==> src/hw/pie_pkg.sv <==
// package for the peripheral interrupt enable gating block
// assumes a 32-bit apb register bus on the core clock
package pie_pkg;
   // register byte offsets
   localparam logic [7:0] ENABLE_TWO_OFS   = 8'h00;
   localparam logic [7:0] ENABLE_THREE_OFS = 8'h04;
   localparam logic [7:0] CORE_CTRL_OFS    = 8'h08;
   localparam logic [7:0] FLAG_OFS         = 8'h0C;
   localparam logic [7:0] STATUS_OFS       = 8'h10;
   localparam logic [7:0] MASK_OFS         = 8'h14;
   // enable two field positions
   localparam int NVM_DONE_BIT   = 4;
   localparam int SER_COLL_BIT   = 3;
   localparam int CMP_FOUR_BIT   = 2;
   localparam int CMP_THREE_BIT  = 1;
   localparam int CAPCMP_TWO_BIT = 0;
   // enable three and core control field positions
   localparam int CAPCMP_THREE_BIT = 4;
   localparam int MASTER_EN_BIT    = 6;
   // source count and source index of the third capture unit
   localparam int NUM_SRC        = 6;
   localparam int SRC_CAPCMP_THREE = 5;
   // reset values
   localparam logic [7:0] ENABLE_RESET = 8'h00;
   localparam logic [31:0] ZERO_WORD   = 32'h0000_0000;
   // interrupt status bit positions
   localparam int EV_REQ_RISE = 0;
   localparam int EV_FLAG_SET = 1;
   localparam int NUM_EV      = 2;
endpackage

==> src/hw/pie_top.sv <==
// Notes on behaviour
// - enable two bit 4 passes the nvm write done interrupt
// - enable two bit 3 passes the serial bus collision interrupt
// - enable two bit 2 passes the fourth comparator interrupt
// - enable two bit 1 passes the third comparator interrupt
// - enable two bit 0 passes the second capture unit interrupt
// - the peripheral request needs the peripheral master enable; the status interrupt on IRQ_OUT does not
// - enable three bit 4 is read/write and passes third capture unit
// - other enable three bits ignore writes and read zero
// - every enable bit clears to zero on any reset
// - pending flags set on events regardless of enables
//
// peripheral interrupt enable gating with apb registers
// assumes apb master on the core clock, events one-cycle pulses
`timescale 1ns/1ps
module pie_top
   import pie_pkg::*;
(
   // clock, reset, enable
   input  wire logic                 CORE_CLK_IN,
   input  wire logic                 RST_B_IN,
   input  wire logic                 CLK_EN_IN,
   // apb slave
   input  wire logic                 PSEL_IN,
   input  wire logic                 PENABLE_IN,
   input  wire logic                 PWRITE_IN,
   input  wire logic [7:0]           PADDR_IN,
   input  wire logic [31:0]          PWDATA_IN,
   output logic      [31:0]          PRDATA_OUT,
   output logic                      PREADY_OUT,
   output logic                      PSLVERR_OUT,
   // peripheral events
   input  wire logic [NUM_SRC-1:0]   EVENT_IN,
   // processor side
   output logic                      PERIPH_IRQ_OUT,
   output logic                      IRQ_OUT
);
   import pie_pkg::*;

   logic [7:0]         en_two_q,  en_two_d;
   logic [7:0]         en_three_q, en_three_d;
   logic               master_q,  master_d;
   logic [NUM_EV-1:0]  stat_q,    stat_d;
   logic [NUM_EV-1:0]  mask_q,    mask_d;
   logic [31:0]        rdata_q,   rdata_d;
   logic               ready_q,   ready_d;
   logic               err_q,     err_d;
   logic               preq_q,    preq_d;
   logic               irq_q,     irq_d;
   logic               evseen_q,  evseen_d;
   logic [NUM_SRC-1:0] flag_clr;
   logic [NUM_SRC-1:0] src_en;
   logic [NUM_SRC-1:0] flags;
   logic [NUM_SRC-1:0] gated;
   logic               wr_acc;
   logic               rd_acc;
   logic               req_now;

   // access is taken in the cycle before pready, answered with one wait
   assign wr_acc = PSEL_IN & PENABLE_IN & PWRITE_IN & ~ready_q;
   assign rd_acc = PSEL_IN & PENABLE_IN & ~PWRITE_IN & ~ready_q;

   // per-source enable selection in flag order
   always_comb begin
      src_en[0]                = en_two_q[NVM_DONE_BIT];
      src_en[1]                = en_two_q[SER_COLL_BIT];
      src_en[2]                = en_two_q[CMP_FOUR_BIT];
      src_en[3]                = en_two_q[CMP_THREE_BIT];
      src_en[4]                = en_two_q[CAPCMP_TWO_BIT];
      src_en[SRC_CAPCMP_THREE] = en_three_q[CAPCMP_THREE_BIT];
   end

   // pending flags, one per source
   genvar g;
   generate
      for (g = 0; g < NUM_SRC; g++) begin : g_flag
         pie_flag u_flag (
            .clk_in    (CORE_CLK_IN),
            .rst_b_in  (RST_B_IN),
            .ce_in     (CLK_EN_IN),
            .set_in    (EVENT_IN[g]),
            .clr_in    (flag_clr[g]),
            .en_in     (src_en[g]),
            .flag_out  (flags[g]),
            .gated_out (gated[g])
         );
      end
   endgenerate

   // gated request to the processor
   assign req_now = master_q & (|gated);

   // register writes and read mux
   always_comb begin
      en_two_d   = en_two_q;
      en_three_d = en_three_q;
      master_d   = master_q;
      mask_d     = mask_q;
      flag_clr   = '0;
      rdata_d    = rdata_q;
      err_d      = 1'b0;
      ready_d    = wr_acc | rd_acc;
      stat_d     = stat_q;
      if (wr_acc) begin
         if (PADDR_IN == ENABLE_TWO_OFS) begin
            en_two_d[NVM_DONE_BIT:CAPCMP_TWO_BIT] = PWDATA_IN[NVM_DONE_BIT:CAPCMP_TWO_BIT];
         end else if (PADDR_IN == ENABLE_THREE_OFS) begin
            en_three_d[CAPCMP_THREE_BIT] = PWDATA_IN[CAPCMP_THREE_BIT];
         end else if (PADDR_IN == CORE_CTRL_OFS) begin
            master_d = PWDATA_IN[MASTER_EN_BIT];
         end else if (PADDR_IN == FLAG_OFS) begin
            flag_clr = PWDATA_IN[NUM_SRC-1:0];
         end else if (PADDR_IN == STATUS_OFS) begin
            stat_d = stat_q & ~PWDATA_IN[NUM_EV-1:0];
         end else if (PADDR_IN == MASK_OFS) begin
            mask_d = PWDATA_IN[NUM_EV-1:0];
         end else begin
            // refused write answers with zero data as well as the error
            err_d   = 1'b1;
            rdata_d = ZERO_WORD;
         end
      end
      if (rd_acc) begin
         rdata_d = ZERO_WORD;
         if (PADDR_IN == ENABLE_TWO_OFS) begin
            rdata_d[7:0] = en_two_q;
         end else if (PADDR_IN == ENABLE_THREE_OFS) begin
            rdata_d[7:0] = en_three_q;
         end else if (PADDR_IN == CORE_CTRL_OFS) begin
            rdata_d[MASTER_EN_BIT] = master_q;
         end else if (PADDR_IN == FLAG_OFS) begin
            rdata_d[NUM_SRC-1:0] = flags;
         end else if (PADDR_IN == STATUS_OFS) begin
            rdata_d[NUM_EV-1:0] = stat_q;
         end else if (PADDR_IN == MASK_OFS) begin
            rdata_d[NUM_EV-1:0] = mask_q;
         end else begin
            err_d = 1'b1;
         end
      end
      // sticky events, set wins over a clear in the same cycle
      evseen_d = |EVENT_IN;
      preq_d   = req_now;
      if (req_now & ~preq_q) begin
         stat_d[EV_REQ_RISE] = 1'b1;
      end
      if (evseen_q) begin
         stat_d[EV_FLAG_SET] = 1'b1;
      end
      irq_d = |(stat_d & mask_d);
   end

   // state registers, all enables clear on reset
   always_ff @(posedge CORE_CLK_IN or negedge RST_B_IN) begin
      if (!RST_B_IN) begin
         en_two_q   <= ENABLE_RESET;
         en_three_q <= ENABLE_RESET;
         master_q   <= 1'b0;
         stat_q     <= '0;
         mask_q     <= '0;
         rdata_q    <= ZERO_WORD;
         ready_q    <= 1'b0;
         err_q      <= 1'b0;
         preq_q     <= 1'b0;
         irq_q      <= 1'b0;
         evseen_q   <= 1'b0;
      end else if (CLK_EN_IN) begin
         en_two_q   <= en_two_d;
         en_three_q <= en_three_d;
         master_q   <= master_d;
         stat_q     <= stat_d;
         mask_q     <= mask_d;
         rdata_q    <= rdata_d;
         ready_q    <= ready_d;
         err_q      <= err_d;
         preq_q     <= preq_d;
         irq_q      <= irq_d;
         evseen_q   <= evseen_d;
      end
   end

   // outputs straight from flip-flops
   assign PRDATA_OUT     = rdata_q;
   assign PREADY_OUT     = ready_q;
   assign PSLVERR_OUT    = err_q;
   assign PERIPH_IRQ_OUT = preq_q;
   assign IRQ_OUT        = irq_q;
endmodule

==> src/hw/pie_flag.sv <==
// one pending flag with set, write-one-to-clear and enable gating
// assumes events are synchronous to the core clock
`timescale 1ns/1ps
module pie_flag (
   // clock and reset
   input  wire logic clk_in,
   input  wire logic rst_b_in,
   input  wire logic ce_in,
   // flag control
   input  wire logic set_in,
   input  wire logic clr_in,
   input  wire logic en_in,
   // results
   output logic      flag_out,
   output logic      gated_out
);
   logic flag_q;
   logic flag_d;

   // set wins over clear
   always_comb begin
      flag_d = flag_q;
      if (clr_in) begin
         flag_d = 1'b0;
      end
      if (set_in) begin
         flag_d = 1'b1;
      end
   end

   // flag register
   always_ff @(posedge clk_in or negedge rst_b_in) begin
      if (!rst_b_in) begin
         flag_q <= 1'b0;
      end else if (ce_in) begin
         flag_q <= flag_d;
      end
   end

   assign flag_out  = flag_q;
   assign gated_out = flag_q & en_in;
endmodule

==> config.mk <==
export PLATFORM = sky130hd
export DESIGN_NAME = pie_top
export DESIGN_NICKNAME = d
export VERILOG_FILES = /design/src/hw/pie_pkg.sv /design/src/hw/pie_top.sv /design/src/hw/pie_flag.sv
export SDC_FILE = /design/constraint.sdc
export NUM_CORES = 1
export LEC_CHECK = 0
export BUFFER_PORTS_ARGS = -buffer_cell sky130_fd_sc_hd__buf_4
export CAP_MARGIN = 20
export CORE_ASPECT_RATIO = 0.8
export CORE_MARGIN = 2
export CORE_UTILIZATION = 43
export CTS_BUF_LIST = sky130_fd_sc_hd__clkbuf_4
export DETAILED_ROUTE_END_ITERATION = 10
export GPL_ROUTABILITY_DRIVEN = 0
export PLACE_DENSITY = 0.77
export SYNTH_ARGS = -nofsm -noshare
export SYNTH_HDL_FRONTEND = slang
export SYNTH_SLANG_ARGS = --single-unit
==> constraint.sdc <==
create_clock -name CORE_CLK_IN -period 2.4 [get_ports CORE_CLK_IN]
set_clock_uncertainty 0.15 [all_clocks]
set_input_delay 0.12 -clock CORE_CLK_IN [delete_from_list [all_inputs] [get_ports CORE_CLK_IN]]
set_output_delay 0.12 -clock CORE_CLK_IN [all_outputs]
set_load 0.02 [all_outputs]
* Yosys cells after proc, flatten, opt, wreduce, memory -nomap -nowiden
Index checks and enable logic that the tools add are counted.
Cells by class: reductions and logical operators 21, bitwise logic cells 22, eq/ne operators 11, mux-type cells 62
Operators by type and width (number):
- $mux W32 | 8
- $mux W6 | 6
- $mux W2 | 16
- $mux W1 | 29
- $eq A8 B4 Y1 const B | 2
- $eq A8 B5 Y1 const B | 2
- $mux W7 | 2
- $reduce_bool A2 Y1 | 7
- $and A1 B1 Y1 | 13
- $ne A2 B2 Y1 const B | 6
- $reduce_and A2 Y1 | 6
- $reduce_or A6 Y1 | 2
- $eq A8 B3 Y1 const B | 1
- $logic_not A8 Y1 | 1
- $reduce_and A8 Y1 | 1
- $not A1 Y1 | 5
- $reduce_and A5 Y1 | 1
- $and A2 B2 Y2 | 2
- $mux W4 | 1
- $reduce_and A4 Y1 | 1
- $reduce_and A3 Y1 | 1
- $not A2 Y2 | 1
- $reduce_or A2 Y1 | 1
- $or A1 B1 Y1 | 1
Word-level totals: register bits after elaboration 54, output and inout port bits 36, logic and storage cells 133, bits of input ports 52

* Depth between registers and ports, before layout
depth after elaboration 15, depth in mapped cells 6, depth with buffers taken out 5

* By module
From an unflattened synthesis, not the netlist that was laid out.
Second synthesis, totals: cell total of the unflattened synthesis 186, area total of the unflattened synthesis 1805.5 um^2
By module, submodules not included:
- pie_top | sequential area each 575.6 um^2, area each 1542.7 um^2, times used 1, cells each 162
- pie_flag | sequential area each 25.0 um^2, area each 43.8 um^2, times used 6, cells each 4

* Worst setup path before layout
OpenSTA, ideal clock, no wires.
path type register -> register, from register ready_q, in the netlist PREADY_OUT, to register en_two_q[0], data arrival time 1.933 ns, required time 2.125 ns, setup time 0.125 ns, clock period less this slack 2.208 ns, slack 0.192 ns, buffers on the path 1, cell stages (with the launch flop) 7, cells stage by stage dfrtp_1 -> and3b_1 -> buf_6 -> nand2_4 -> or4b_4 -> nor3_4 -> mux2_2
On the way: cells in the longest elaborated chain, start to end 3
RTL lines:
- start: declaration | line pie_top.sv:46 | logic ready_q, ready_d;
- start signal: assignment | line pie_top.sv:174 | ready_q <= ready_d;
- $not A1 Y1 | line pie_top.sv:60 | assign wr_acc = PSEL_IN & PENABLE_IN & PWRITE_IN & ~ready_q;
- $and A1 B1 Y1 | line pie_top.sv:60
- $reduce_and A3 Y1 (no source line)
- end signal: assignment | line pie_top.sv:168 | en_two_q <= en_two_d;
- end: declaration | line pie_top.sv:40 | logic [7:0] en_two_q, en_two_d;
Every way passes these cells. A chain may end at the register's enable or synchronous reset.

* Final worst setup path
Ends and elaborated chain as after synthesis.

==> summary.md <==
| Metric | Value |
|---|---|
| 1st-iter DRT viols | `105` |
| P_int | `0.000811 W` |
| Crit. End Element | `flop` |
| Design area | `0.00213 mm²` |
| Critical path class | `reg2reg` |
| CP max FO | `6` |
| Tmin final | `2.21 ns` |
| Fin. Hold Viols | `0` |
| Setup_tns | `0 ns` |
| Post-CTS setup buffers | `0` |
| RSZ-0062 raised after global routing | `false` |
| Die area | `0.00441 mm²` |
| Sequential share of power | `0.466` |
| Area grow syn2layout | `27.2%` |
| VDD IR max | `272 µV` |
| Top_reg_cell synth | `dfrtp_1` |
| Final net count | `274` |
| Post-DP HPWL | `2620 µm` |
| Synth Cell Area | `0.00167 mm²` |
| Synth area leaders | `dfrtp_1 (43%), buf_4 (11%), mux2_2 (6.1%)` |
| Seq/Total Area, Yosys | `0.433` |
| Yosys cell types | `37` |
| PwrDens | `516 mW/mm²` |
| Crit Reg-Reg Endpoint | `en_two_q[0]` |
| Tot Pwr | `0.00110 W` |
| Min-Delay Endpoint | `mask_q[0]` |
| Reg-to-Reg Start | `PREADY_OUT` |
| Worst Path Required | `2.47 ns` |
| Hold depth | `2` |
| # rows | `20` |
| H-tree depth reported by CTS | `2` |
| Number of synthesized flops with an enable pin | `0` |
| Hold Path Class | `in2reg` |
| Commonest cells after routing, fill and taps aside | `buf_4 (38), dfrtp_1 (29), conb_1 (25)` |
| Pre-antenna DRT Iters | `4` |
| Clock transition at the registers of the reported paths | `0.09 ns` |
| Crit start category | `flop` |
| Clock tree sinks | `29` |
| Die Ht | `59.8 µm` |
| CP arrival | `2.28 ns` |
| Gate power share | `0.176` |
| Antenna viol nets, final | `0` |
| Vias in the first global route | `1240` |
| Core ar. | `0.00378 mm²` |
| Average vias per placed instance | `4.85` |
| FMAX | `453 MHz` |
| Fraction of layout cells with a size suffix above 1 | `0.265` |
| Placed Area | `0.00190 mm²` |
| TritonCTS Buffers | `5` |
| Post-route insts no fill | `278` |
| R2R depth | `5` |
| Ys Warns | `0` |
| Hold path startpoint | `CLK_EN_IN` |
| Placed cell count | `255` |
| N_diodes | `0` |
| R2R Setup Slk | `0.19 ns` |
| Residual DRC | `0` |
| Sw Pwr | `0.000288 W` |
| Clock Tree Buf Depth | `2` |
| Starting density of the core | `0.443` |
| Top cell type's share of synthesized area | `0.433` |
| Syn Inst Count | `169` |
| Largest net degree at the start of global routing | `30` |
| Max-cap violations | `0` |
| Yosys top cell by area | `dfrtp_1` |
| PortBufs | `37` |
| Grt total ovfl | `0` |
| Avg Inst Size Synth | `9.91 µm²` |
| # setup viols final | `0` |
| Root buf cell | `clkbuf_4` |
| Overall global routing resource usage | `0.178` |
| IO Pins | `88` |
| Final Util | `0.564` |
| Final period util | `0.920` |
| Switching Fraction | `0.262` |
| Post-synth ARST share | `1.00` |
| FILL cells | `371` |
| Most frequent standard cell in the layout excluding fill and tap cells | `buf_4` |
| Clk pwr share | `0.358` |
| Final Max Tran Viols | `0` |
| Vias | `1349` |
| Status | `finished, final reports clean` |
| Clk_lat worst skew | `0.33 ns` |
| Leakage power | `0.992 nW` |
| Final wirelength | `3590 µm` |
| CTS tree | `built` |
| First-pass GRT wire length | `5850 µm` |
| Drt wl/cell | `12.9 µm` |
| Initial antenna violation count | `0` |
| Die W | `73.8 µm` |
| Flops & latches, synth | `29` |
[registers in the layout, summed over array words and instances (netlist names)]
name	flops
IRQ_OUT	1
en_three_q	1
stat_q	2
en_two_q	5
master_q	1
PSLVERR_OUT	1
evseen_q	1
mask_q	2
PERIPH_IRQ_OUT	1
PRDATA_OUT	7
g_flag.u_flag.flag_out	6
PREADY_OUT	1
[kinds of logic after synthesis]
kind of cell / Yosys count / share of synthesized area
flip-flops: 29 / 0.433
other: 1 / 0.00224
buffers and inverters: 35 / 0.139
multiplexers: 12 / 0.0785
AO/OA/AOI/OAI: 35 / 0.144
AND/OR/NAND/NOR: 57 / 0.203
[cell type report]
class | count | area, µm² | area share
Sequential cell | 29 | 726 | 0.341
Clock buffer | 6 | 45.0 | 0.0212
Inverter | 4 | 15.0 | 0.00705
Tap cell | 55 | 68.8 | 0.0323
Multi-Input combinational cell | 129 | 806 | 0.378
Clock inverter | 2 | 33.8 | 0.0159
Timing Repair Buffer | 53 | 435 | 0.204
[routing by layer]
layer | part of all wire | global-route usage | vias to the layer above
met5 | 0 | 0 | -
met4 | 0.013 | 0.0623 | 0
met3 | 0.065 | 0.0489 | 5
met2 | 0.43 | 0.255 | 55
met1 | 0.50 | 0.258 | 620
li1 | - | - | 669
[what timing repair did]
item | 4_1_cts | 5_1_grt
hold buffers | 15 | 0
endpoints found under the hold margin | 44 | 0
resized for setup | 0 | 0
[how the worst max path moves through the flow]
stage,startpoint,to,slack (ns),depth (start not counted)
floorplan,PREADY_OUT,en_two_q[0],0.19,6
CTS,PREADY_OUT,en_two_q[0],0.15,5
finish,PREADY_OUT,en_two_q[0],0.19,5
detailed placement,PREADY_OUT,en_two_q[0],0.17,5
global placement,PREADY_OUT,en_two_q[1],0.21,5
global route,PREADY_OUT,en_two_q[0],0.09,5
[power groups by stage]
stage / clock [W] / combinational (W) / sequential, W
3_3_place_gp: 0 / 0.000172 / 0.000522
3_5_place_dp: 0 / 0.000174 / 0.000522
5_1_grt: 0.000429 / 0.000212 / 0.000515
4_1_cts: 0.000403 / 0.000193 / 0.000512
6_report: 0.000393 / 0.000193 / 0.000512
2_1_floorplan: 0 / 0.000127 / 0.000527
[metrics by stage]
stage / hold slack (ns) / worst slack (ns)
after CTS: 0.0135 / 0.155
after global routing: 0.0313 / 0.0881
after floorplan: -0.326 / 0.192
after global placement: -0.0877 / 0.212
after detailed placement: -0.0850 / 0.166
final: 0.0247 / 0.192
[synthesized netlist by cell type (4+ instances only)]
| cell type | instances |
|---|---|
| clkbuf_1 | 5 |
| dfrtp_1 | 29 |
| inv_1 | 4 |
| nor2_1 | 13 |
| a22o_1 | 8 |
| a21oi_1 | 5 |
| nand2_1 | 18 |
| a22oi_1 | 7 |
| mux2_2 | 9 |
| buf_4 | 25 |
| o21ai_0 | 8 |
[critical path, stage by stage, from the launching register on]
cell and delay (ns):
dfrtp_1 0.39, and3b_1 0.29, nand2_4 0.09, or4b_4 0.54, nor3_4 0.28, mux2_2 0.38
Power figures use the tool's default switching activity.
